[config.mk]
export PLATFORM = sky130hd
export DESIGN_NAME = fec_top
export DESIGN_NICKNAME = d
export VERILOG_FILES = /design/src/hw/fec_pkg.sv /design/src/hw/fec_top.sv /design/src/hw/fec_cyc_timer.sv
export VERILOG_INCLUDE_DIRS = /design/src /design/src/hw
export SDC_FILE = /design/constraint.sdc
export NUM_CORES = 1
export LEC_CHECK = 0
export BUFFER_PORTS_ARGS = -buffer_cell sky130_fd_sc_hd__buf_4
export CAP_MARGIN = 10
export CELL_PAD_IN_SITES_DETAIL_PLACEMENT = 0
export CELL_PAD_IN_SITES_GLOBAL_PLACEMENT = 1
export CORE_MARGIN = 2
export CORE_UTILIZATION = 46
export CTS_CLUSTER_SIZE = 28
export DETAILED_ROUTE_END_ITERATION = 12
export GPL_ROUTABILITY_DRIVEN = 0
export PLACE_DENSITY = 0.89
export SLEW_MARGIN = 20
export SYNTH_ARGS = -nofsm -noshare
export SYNTH_HDL_FRONTEND = slang
export SYNTH_HIERARCHICAL = 1
export SYNTH_SLANG_ARGS = --single-unit
export TNS_END_PERCENT = 30
[constraint.sdc]
create_clock -name aclk -period 4 [get_ports aclk]
set_input_delay 0.8 -clock aclk [delete_from_list [all_inputs] [get_ports aclk]]
set_output_delay 0.8 -clock aclk [all_outputs]
set_load 0.005 [all_outputs]
[src/hw/fec_defs.svh]
// constants of the fast event counter
`ifndef FEC_DEFS_SVH
`define FEC_DEFS_SVH
// ----------------------------------------
// count range and timing
// ----------------------------------------
`define FEC_CNT_MAX 20'hF423F
`define FEC_CLK_NS 10
`define FEC_TICK_NS 100000000
`define FEC_WDOG_TICKS 10
// ----------------------------------------
// register byte offsets
// ----------------------------------------
`define FEC_A_CTRL 8'h00
`define FEC_A_PRESET 8'h04
`define FEC_A_CMP0 8'h08
`define FEC_A_CMP1 8'h0C
`define FEC_A_COUNT 8'h10
`define FEC_A_STATUS 8'h14
`define FEC_A_MASK 8'h18
`define FEC_A_SFUNC 8'h1C
`define FEC_A_INIMG 8'h20
`define FEC_A_OUTIMG 8'h24
`define FEC_A_TIMER 8'h28
`define FEC_A_SCAN 8'h2C
// ----------------------------------------
// control bits
// ----------------------------------------
`define FEC_C_FAST 0
`define FEC_C_UP 1
`define FEC_C_AUTO 2
`define FEC_C_DIRECT 3
`define FEC_C_CYC 4
`define FEC_CTRL_W 5
// ----------------------------------------
// status bits
// ----------------------------------------
`define FEC_S_MATCH0 0
`define FEC_S_MATCH1 1
`define FEC_S_FULL 2
`define FEC_S_CAP0 3
`define FEC_S_CAP1 4
`define FEC_S_WDOG 5
`define FEC_ST_W 6
// ----------------------------------------
// special function codes and flag bits
// ----------------------------------------
`define FEC_SF_IN_REFRESH 8'h00
`define FEC_SF_OUT_REFRESH 8'h02
`define FEC_SF_WDOG 8'h04
`define FEC_SF_CLR_FULL 8'h0A
`define FEC_SF_CLR_CONTACT 8'h0B
`define FEC_SF_SET_CARRY 8'h0E
`define FEC_SF_CLR_CARRY 8'h0F
`define FEC_SF_SET_ZERO 8'h10
`define FEC_SF_CLR_ZERO 8'h11
`define FEC_SF_SET_BORROW 8'h12
`define FEC_SF_CLR_BORROW 8'h13
`define FEC_F_CARRY 0
`define FEC_F_ZERO 1
`define FEC_F_BORROW 2
`define FEC_F_CONTACT 3
`define FEC_RESP_OKAY 2'h0
`define FEC_RESP_SLVERR 2'h2
`endif

[src/hw/fec_pkg.sv]
// types of the fast event counter
package fec_pkg;
  typedef enum logic [2:0] {
    FEC_CT_IDLE = 3'h1,
    FEC_CT_ON = 3'h2,
    FEC_CT_OFF = 3'h4
  } fec_ct_state_t;
endpackage

[src/hw/fec_top.sv]
// fast event counter with special functions, AXI4-Lite slave
//
// Chosen here: the address map and the AXI4-Lite slave port.
`timescale 1ns/1ps
`include "fec_defs.svh"
module fec_top #(
  parameter int TICK_CYCLES = `FEC_TICK_NS / `FEC_CLK_NS,
  parameter int WDOG_TICKS = `FEC_WDOG_TICKS
) (
  // clock and reset
  input wire logic aclk,
  input wire logic aresetn,
  // AXI4-Lite write
  input wire logic [7:0] awaddr,
  input wire logic awvalid,
  output logic awready,
  input wire logic [31:0] wdata,
  input wire logic [3:0] wstrb,
  input wire logic wvalid,
  output logic wready,
  output logic [1:0] bresp,
  output logic bvalid,
  input wire logic bready,
  // AXI4-Lite read
  input wire logic [7:0] araddr,
  input wire logic arvalid,
  output logic arready,
  output logic [31:0] rdata,
  output logic [1:0] rresp,
  output logic rvalid,
  input wire logic rready,
  // pins
  input wire logic cnt_pulse,
  input wire logic preset_in,
  input wire logic [1:0] cap_in,
  input wire logic [7:0] in_pins,
  output logic [7:0] out_pins,
  output logic contact_out,
  output logic cyc_out,
  output logic irq
);
  initial begin
    if (TICK_CYCLES < 1 || WDOG_TICKS < 1 || WDOG_TICKS > 65535) begin
      $error("fec_top: bad parameter");
    end
  end
  // ----------------------------------------
  // pin synchronisers
  // ----------------------------------------
  logic [11:0] sync1, sync2;
  logic cnt_prev;
  logic [1:0] cap_prev;
  always_ff @(posedge aclk) begin
    if (!aresetn) begin
      sync1 <= '0;
      sync2 <= '0;
      cnt_prev <= 1'b0;
      cap_prev <= '0;
    end else begin
      sync1 <= {in_pins, cap_in, preset_in, cnt_pulse};
      sync2 <= sync1;
      cnt_prev <= sync2[0];
      cap_prev <= sync2[3:2];
    end
  end
  logic pulse_edge, preset_lvl;
  logic [1:0] cap_edge;
  // at most one edge per two clocks; a 2 kHz input leaves ample margin
  assign pulse_edge = sync2[0] & ~cnt_prev;
  assign preset_lvl = sync2[1];
  assign cap_edge = sync2[3:2] & ~cap_prev;
  // ----------------------------------------
  // AXI4-Lite slave
  // ----------------------------------------
  logic aw_have, w_have, do_wr, next_aw_have, next_w_have, next_bvalid;
  logic [7:0] wa;
  logic [31:0] wd;
  logic [3:0] ws;
  assign do_wr = aw_have & w_have & ~bvalid;
  assign next_aw_have = (aw_have | (awvalid & awready)) & ~do_wr;
  assign next_w_have = (w_have | (wvalid & wready)) & ~do_wr;
  assign next_bvalid = do_wr | (bvalid & ~bready);
  function automatic logic [31:0] merge(input logic [31:0] old, input logic [31:0] nw,
                                        input logic [3:0] st);
    logic [31:0] r;
    r = old;
    for (int i = 0; i < 4; i++) begin
      if (st[i]) begin
        r[8*i+:8] = nw[8*i+:8];
      end
    end
    return r;
  endfunction
  function automatic logic mapped(input logic [7:0] a);
    return a[1:0] == 2'h0 && a <= `FEC_A_SCAN;
  endfunction
  always_ff @(posedge aclk) begin
    if (!aresetn) begin
      aw_have <= 1'b0;
      w_have <= 1'b0;
      awready <= 1'b0;
      wready <= 1'b0;
      bvalid <= 1'b0;
      bresp <= `FEC_RESP_OKAY;
      wa <= '0;
      wd <= '0;
      ws <= '0;
    end else begin
      aw_have <= next_aw_have;
      w_have <= next_w_have;
      awready <= ~next_aw_have;
      wready <= ~next_w_have;
      bvalid <= next_bvalid;
      if (awvalid && awready) begin
        wa <= awaddr;
      end
      if (wvalid && wready) begin
        wd <= wdata;
        ws <= wstrb;
      end
      if (do_wr) begin
        bresp <= mapped(wa) ? `FEC_RESP_OKAY : `FEC_RESP_SLVERR;
      end
    end
  end
  logic wr_ctrl, wr_stat, wr_sf, wr_scan;
  assign wr_ctrl = do_wr && wa == `FEC_A_CTRL;
  assign wr_stat = do_wr && wa == `FEC_A_STATUS && ws[0];
  assign wr_sf = do_wr && wa == `FEC_A_SFUNC && ws[0];
  assign wr_scan = do_wr && wa == `FEC_A_SCAN;
  // ----------------------------------------
  // software registers
  // ----------------------------------------
  logic [`FEC_CTRL_W-1:0] ctrl;
  logic [19:0] preset, cmp0, cmp1;
  logic [`FEC_ST_W-1:0] mask;
  logic [7:0] out_img;
  logic [31:0] timer_cfg;
  logic [31:0] mrg;
  assign mrg = merge(32'h0, wd, ws);
  always_ff @(posedge aclk) begin
    if (!aresetn) begin
      ctrl <= '0;
      preset <= '0;
      cmp0 <= `FEC_CNT_MAX;
      cmp1 <= `FEC_CNT_MAX;
      mask <= '0;
      out_img <= '0;
      timer_cfg <= '0;
    end else if (do_wr) begin
      case (wa)
        `FEC_A_CTRL: ctrl <= `FEC_CTRL_W'(merge(32'(ctrl), wd, ws));
        `FEC_A_PRESET: preset <= 20'(merge(32'(preset), wd, ws));
        `FEC_A_CMP0: cmp0 <= 20'(merge(32'(cmp0), wd, ws));
        `FEC_A_CMP1: cmp1 <= 20'(merge(32'(cmp1), wd, ws));
        `FEC_A_MASK: mask <= `FEC_ST_W'(merge(32'(mask), wd, ws));
        `FEC_A_OUTIMG: out_img <= 8'(merge(32'(out_img), wd, ws));
        `FEC_A_TIMER: timer_cfg <= merge(timer_cfg, wd, ws);
        default: ;
      endcase
    end
  end
  logic sf_go;
  logic [7:0] sf_code;
  assign sf_go = wr_sf;
  assign sf_code = mrg[7:0];
  // ----------------------------------------
  // fast counter
  // ----------------------------------------
  logic [19:0] cnt, next_cnt;
  logic step, up, at_end, wrap, reload_pend, hold;
  logic match0, match1, match_any;
  // fast path counts pin edges, normal mode counts writes to the scan register
  assign step = ctrl[`FEC_C_FAST] ? pulse_edge : wr_scan;
  assign up = ctrl[`FEC_C_UP];
  assign at_end = up ? (cnt >= `FEC_CNT_MAX) : (cnt == 20'h0);
  always_comb begin
    if (up) begin
      next_cnt = at_end ? 20'h0 : cnt + 20'h1;
    end else begin
      next_cnt = at_end ? `FEC_CNT_MAX : cnt - 20'h1;
    end
  end
  assign hold = preset_lvl | reload_pend;
  assign wrap = step & ~hold & at_end;
  assign match0 = step & ~hold & (next_cnt == cmp0);
  assign match1 = step & ~hold & (next_cnt == cmp1);
  assign match_any = match0 | match1;
  always_ff @(posedge aclk) begin
    if (!aresetn) begin
      cnt <= 20'h0;
      reload_pend <= 1'b0;
    end else begin
      reload_pend <= match_any & ctrl[`FEC_C_AUTO];
      if (preset_lvl || reload_pend) begin
        cnt <= preset;
      end else if (step) begin
        cnt <= next_cnt;
      end
    end
  end
  // ----------------------------------------
  // status, flags, outputs
  // ----------------------------------------
  logic [`FEC_ST_W-1:0] status, st_set, st_clr;
  logic [2:0] flags;
  logic contact, contact_img, tick, wdog_to;
  logic [7:0] in_img;
  logic [15:0] wdog_cnt;
  logic [31:0] tick_cnt;
  assign st_set = {wdog_to, cap_edge, wrap, match1, match0};
  assign st_clr = (wr_stat ? mrg[`FEC_ST_W-1:0] : '0)
                | ((sf_go && sf_code == `FEC_SF_CLR_FULL) ? `FEC_ST_W'(4) : '0);
  always_ff @(posedge aclk) begin
    if (!aresetn) begin
      status <= '0;
    end else begin
      status <= (status & ~st_clr) | st_set;
    end
  end
  always_ff @(posedge aclk) begin
    if (!aresetn) begin
      flags <= '0;
    end else if (sf_go) begin
      case (sf_code)
        `FEC_SF_SET_CARRY: flags[`FEC_F_CARRY] <= 1'b1;
        `FEC_SF_CLR_CARRY: flags[`FEC_F_CARRY] <= 1'b0;
        `FEC_SF_SET_ZERO: flags[`FEC_F_ZERO] <= 1'b1;
        `FEC_SF_CLR_ZERO: flags[`FEC_F_ZERO] <= 1'b0;
        `FEC_SF_SET_BORROW: flags[`FEC_F_BORROW] <= 1'b1;
        `FEC_SF_CLR_BORROW: flags[`FEC_F_BORROW] <= 1'b0;
        default: ;
      endcase
    end
  end
  always_ff @(posedge aclk) begin
    if (!aresetn) begin
      contact <= 1'b0;
      contact_img <= 1'b0;
      contact_out <= 1'b0;
      out_pins <= '0;
      in_img <= '0;
      irq <= 1'b0;
    end else begin
      if (match_any) begin
        contact <= 1'b1;
      end else if (sf_go && sf_code == `FEC_SF_CLR_CONTACT) begin
        contact <= 1'b0;
      end
      if (sf_go && sf_code == `FEC_SF_OUT_REFRESH) begin
        out_pins <= out_img;
        contact_img <= contact;
      end
      if (sf_go && sf_code == `FEC_SF_IN_REFRESH) begin
        in_img <= sync2[11:4];
      end
      contact_out <= ctrl[`FEC_C_DIRECT] ? contact : contact_img;
      irq <= |(status & mask);
    end
  end
  // ----------------------------------------
  // tenth-second tick, watchdog, cyclic timer
  // ----------------------------------------
  assign tick = tick_cnt == 32'(TICK_CYCLES - 1);
  assign wdog_to = tick && wdog_cnt == 16'(WDOG_TICKS - 1);
  always_ff @(posedge aclk) begin
    if (!aresetn) begin
      tick_cnt <= '0;
      wdog_cnt <= '0;
    end else begin
      tick_cnt <= tick ? 32'h0 : tick_cnt + 32'h1;
      if (sf_go && sf_code == `FEC_SF_WDOG) begin
        wdog_cnt <= 16'h0;
      end else if (tick && wdog_cnt != 16'(WDOG_TICKS)) begin
        wdog_cnt <= wdog_cnt + 16'h1;
      end
    end
  end
  fec_cyc_timer #(
    .W(16)
  ) u_cyc (
    .aclk(aclk),
    .aresetn(aresetn),
    .tick(tick),
    .run(ctrl[`FEC_C_CYC]),
    .on_ticks(timer_cfg[15:0]),
    .off_ticks(timer_cfg[31:16]),
    .cyc_out(cyc_out)
  );
  // ----------------------------------------
  // read path
  // ----------------------------------------
  logic [31:0] rmux;
  always_comb begin
    case (araddr)
      `FEC_A_CTRL: rmux = 32'(ctrl);
      `FEC_A_PRESET: rmux = 32'(preset);
      `FEC_A_CMP0: rmux = 32'(cmp0);
      `FEC_A_CMP1: rmux = 32'(cmp1);
      `FEC_A_COUNT: rmux = 32'(cnt);
      `FEC_A_STATUS: rmux = 32'(status);
      `FEC_A_MASK: rmux = 32'(mask);
      `FEC_A_SFUNC: rmux = 32'({contact, flags});
      `FEC_A_INIMG: rmux = 32'(in_img);
      `FEC_A_OUTIMG: rmux = 32'(out_img);
      `FEC_A_TIMER: rmux = timer_cfg;
      default: rmux = 32'h0;
    endcase
  end
  always_ff @(posedge aclk) begin
    if (!aresetn) begin
      arready <= 1'b0;
      rvalid <= 1'b0;
      rdata <= '0;
      rresp <= `FEC_RESP_OKAY;
    end else begin
      arready <= ~((rvalid & ~rready) | (arvalid & arready));
      if (arvalid && arready) begin
        rvalid <= 1'b1;
        rdata <= rmux;
        rresp <= mapped(araddr) ? `FEC_RESP_OKAY : `FEC_RESP_SLVERR;
      end else if (rready) begin
        rvalid <= 1'b0;
      end
    end
  end
endmodule

[src/hw/fec_cyc_timer.sv]
// cyclic on/off timer stepped by the tenth-second tick
`timescale 1ns/1ps
`include "fec_defs.svh"
module fec_cyc_timer #(
  parameter int W = 16
) (
  // clock and reset
  input wire logic aclk,
  input wire logic aresetn,
  // control
  input wire logic tick,
  input wire logic run,
  input wire logic [W-1:0] on_ticks,
  input wire logic [W-1:0] off_ticks,
  // output
  output logic cyc_out
);
  initial begin
    if (W < 1 || W > 16) begin
      $error("fec_cyc_timer: W out of range");
    end
  end
  fec_pkg::fec_ct_state_t state;
  logic [W-1:0] left;
  // zero periods act as one tick, the shortest period
  always_ff @(posedge aclk) begin
    if (!aresetn) begin
      state <= fec_pkg::FEC_CT_IDLE;
      left <= '0;
      cyc_out <= 1'b0;
    end else if (!run) begin
      state <= fec_pkg::FEC_CT_IDLE;
      cyc_out <= 1'b0;
    end else begin
      case (state)
        fec_pkg::FEC_CT_IDLE: begin
          state <= fec_pkg::FEC_CT_ON;
          left <= on_ticks;
          cyc_out <= 1'b1;
        end
        fec_pkg::FEC_CT_ON: begin
          if (tick) begin
            if (left <= W'(1)) begin
              state <= fec_pkg::FEC_CT_OFF;
              left <= off_ticks;
              cyc_out <= 1'b0;
            end else begin
              left <= left - W'(1);
            end
          end
        end
        fec_pkg::FEC_CT_OFF: begin
          if (tick) begin
            if (left <= W'(1)) begin
              state <= fec_pkg::FEC_CT_ON;
              left <= on_ticks;
              cyc_out <= 1'b1;
            end else begin
              left <= left - W'(1);
            end
          end
        end
        default: begin
          state <= fec_pkg::FEC_CT_IDLE;
        end
      endcase
    end
  end
endmodule

==> parameters.txt <==
Parameter                              Value

Status
  Outcome ... completed

Drt
  Number of iterations in the first detailed-routing pass ... 6
  DRC Markers ... 0
  Drt first-iter violations ... 1,364
  Vias ... 15,090
  Post-DRT Antenna Nets ... 0
  Total detailed-routing wirelength ... 49,800 um
  Mean routed wirelength per cell ... ~20 um
  Vias per inst ... 6.04

STA
  Maximum operating frequency ... 265 MHz
  Final hold violation count ... 0
  Skew final ... approximately 0.015 ns
  Final worst-path setup slack ... 0.233 ns
  Worst Max-Slew Pin Slew ... around 0.91 ns
  Share of the cycle needed by the critical path after routing ... 0.942
  Worst hold slack ... roughly 0.42 ns
  Setup-violating endpoint count in the final report ... 0
  Final Max Slew Viols ... 0
  Sum of negative setup slack ... 0 ns
  Final critical path time including I/O delays and setup ... between 3 and 4 ns
  Relative slew slack ... 0.394
  RSZ-0062 raised after global routing ... false

Yosys
  Multiplexer area fraction after synthesis ... 0.0739
  Synth Area in XOR/XNOR ... 0.0460
  Dominant combinational cell family by area after synthesis ... simple AND/OR/NAND/NOR gates
  Flip-flop cell with the highest count after synthesis ... sky130_fd_sc_hd__dfxtp_1
  Simple logic cell fraction of the synthesized area ... 0.245
  Synth top area cells ... sky130_fd_sc_hd__dfxtp_1, sky130_fd_sc_hd__mux2i_1, sky130_fd_sc_hd__nor2_1
  Top-area cell type share of the netlist area ... 0.423
  Number of storage elements in the synthesis netlist ... 341
  EDFF count, synth ... 0
  Register area share after synthesis ... 0.423
  Mean instance size in the synthesized netlist ... about 8.4 um^2
  Compound-gate portion of the synthesized area ... 0.162
  Cell type with the highest aggregate area in the netlist ... sky130_fd_sc_hd__dfxtp_1
  Most repeated cell in the gate-level netlist after synthesis ... sky130_fd_sc_hd__dfxtp_1
  Post-synthesis adder-cell area fraction ... 0.00698
  Synth warn ... 6
  Library cells used by synthesis ... 84
  Instance count of the mapped netlist ... 1,932
  List of most frequent post-synthesis cells ... sky130_fd_sc_hd__dfxtp_1, sky130_fd_sc_hd__nor2_1, sky130_fd_sc_hd__nand2_1, sky130_fd_sc_hd__a21oi_1, sky130_fd_sc_hd__mux2i_1
  Mapped cell area ... 16,100 um^2
  Async set-or-reset flop fraction in the synthesized netlist ... 0

Floorplan
  Effective utilization at floorplan ... 0.467
  Boundary Pins ... 123
  Total core area ... 34,500 um^2
  Area of the die ... 36,600 um^2
  Count of standard-cell rows ... 68
  Die width ... ~190 um
  Die height ... 191 um

Clocking
  Clock transition at path regs ... about 0.060 ns
  Number of gates given a new drive strength after cts ... 0
  Clock tree from TritonCTS ... yes
  Sinks on the clock net ... 341
  Hold buffers post-CTS ... 0
  H-Tree Level Count ... 2
  Number of post-CTS setup repair buffers ... 0
  Clock network latency to the later pin of the worst-skew pair ... 0.54 ns
  CTS Root Cell ... sky130_fd_sc_hd__clkbuf_16
  Max clock buf depth ... 3
  Inserted Clock Buffers ... 39

Worst setup path
  Critical path arrival ... 4.23 ns
  CP max-delay cell ... sky130_fd_sc_hd__or4_1
  Worst Path Max Fanout ... 11
  Crit path capture type ... flip-flop
  Crit path largest cell delay ... 0.62 ns
  Startpoint type of the worst setup path ... flip-flop
  Critical path cell sequence ... or4_1 -> or4_4 -> o221a_2 -> o32ai_2 -> mux2i_1 -> o2111ai_1 -> or4_1 -> or4_4 -> a31oi_1
  Critical Setup Path Class ... flip-flop to flip-flop
  Combined buffer and inverter count along the critical path ... 0
  Required time at the endpoint of the critical path ... 4.46 ns
  Top cell family by delay on the critical path ... simple AND/OR/NAND/NOR gates

Power
  Pwr per Cell Area ... 428 nW/um^2
  VDD IR max ... 0.354 mV
  Internal power consumption ... 6.08 mW
  NetSw ... roughly 2.0 mW
  LEAKAGE ... 7.50 nW
  Part of the total power dissipated in combinational logic ... 0.093
  Fraction of power consumed by sequential logic ... 0.441
  Share of total power in the clock network ... 0.467
  Net switching share of the total power ... 0.245

Global route
  Global routing usage summed across all routing layers ... 0.269
  Largest net degree at the start of global routing ... between 80 and 90
  Number of antenna violations at the first check in global routing ... 0
  Number of global-route vias before repair ... 13,988
  Overflow left after global routing ... 0
  Wire length of the first global-routing pass ... just under 80,000 um

Final layout
  Area grow syn2layout ... 16.4%
  N_diodes ... 0
  Final net count ... 2,096
  Fin util ... 0.544
  Finished Layout Cells ... 2,500
  Proportion of layout cells with a drive suffix above 1 ... 0.133

Placed design
  Buffers on Ports ... 120
  Worst slack at placement ... 0.286 ns
  Number of instances in the placed design ... 2,430
  HPWL after detailed placement ... 35,700 um

Job
  # Max-Cap Violations ... 0

Worst hold path
  Kind of path behind the tightest hold check ... flip-flop to flip-flop
==> path summary, 6_finish.rpt <==
path | cells past startpoint | start | slack [ns] | end
min | 1 | sync1[9]$_SDFF_PN0_ | 0.42 | sync2[9]$_SDFF_PN0_
max reg2reg | 9 | cnt[0]$_SDFFE_PN0P_ | 0.23 | contact$_SDFFE_PN0P_
max | 9 | cnt[0]$_SDFFE_PN0P_ | 0.23 | contact$_SDFFE_PN0P_
min reg2reg | 1 | sync1[9]$_SDFF_PN0_ | 0.42 | sync2[9]$_SDFF_PN0_
==> flip-flops by register name (all words and copies together), names as in the netlist, 2 cells and up <==
signal and cells:
rdata 32, tick_cnt 32, timer_cfg 32, wd 32, cmp0 20, cmp1 20
cnt 20, preset 20, u_cyc/left 16, wdog_cnt 16, sync1 12, sync2 12
in_img 8, out_img 8, out_pins 8, wa 8, mask 6, status 6
ctrl 5, ws 4, flags 3, u_cyc/state 3, cap_prev 2
==> per-stage QoR <==
stage | instance area, um^2 | total power [mW]
finish | 18800 | 8.05
global route | 18800 | 8.29
CTS | 18800 | 8.07
detailed placement | 17400 | 4.35
global placement | 17400 | 4.34
floorplan | 16100 | 4.06
==> final cells by class <==
class	instances	area [um^2]
clock inverter	18	263
clock buffer	52	1080
inverter	28	110
sequential	341	6830
multi-input combinational	1433	8640
fill	3262	15800
timing repair buffer	173	1300
tap	455	569
==> per-layer routing <==
metal  wire length, um  share of wire  global-route usage  up-vias
li1                  -              -                   -     7090
met4              1990          0.040               0.104        0
met5                 0              0                   0        -
met2             22600           0.45               0.431      707
met1             21000           0.42               0.360     7150
met3              4190          0.084              0.0470      143
==> placed cells by master (no fill, tap or decap), types with 41 or more instances in the layout <==
cell and instances:
sky130_fd_sc_hd__xnor2_1 41, sky130_fd_sc_hd__nand2_1 225, sky130_fd_sc_hd__nor2_1 243, sky130_fd_sc_hd__dfxtp_1 341
sky130_fd_sc_hd__nand3_1 80, sky130_fd_sc_hd__buf_4 173, sky130_fd_sc_hd__nor3_1 50, sky130_fd_sc_hd__o21ai_0 73
sky130_fd_sc_hd__mux2i_1 118, sky130_fd_sc_hd__xor2_1 41, sky130_fd_sc_hd__a21oi_1 136
==> cells by family after synthesis <==
| group | Yosys count |
|---|---|
| and+or+nand+nor | 819 |
| AOI/OAI and AO/OA | 401 |
| DFF | 341 |
| buffers and inverters | 159 |
| muxes | 119 |
| xor gates and xnor gates | 83 |
| adders and majority gates | 9 |
| other | 1 |
==> power groups by stage <==
| stage | Sequential (mW) | Combinational (mW) | Clock, mW |
|---|---|---|---|
| 6_report | 3.55 | 0.746 | 3.76 |
| 3_5_place_dp | 3.62 | 0.728 | 0 |
| 2_1_floorplan | 3.57 | 0.492 | 0 |
| 5_1_grt | 3.55 | 0.811 | 3.92 |
| 3_3_place_gp | 3.62 | 0.724 | 0 |
| 4_1_cts | 3.54 | 0.733 | 3.79 |
Note: power is estimated with default switching activity, not from simulation.
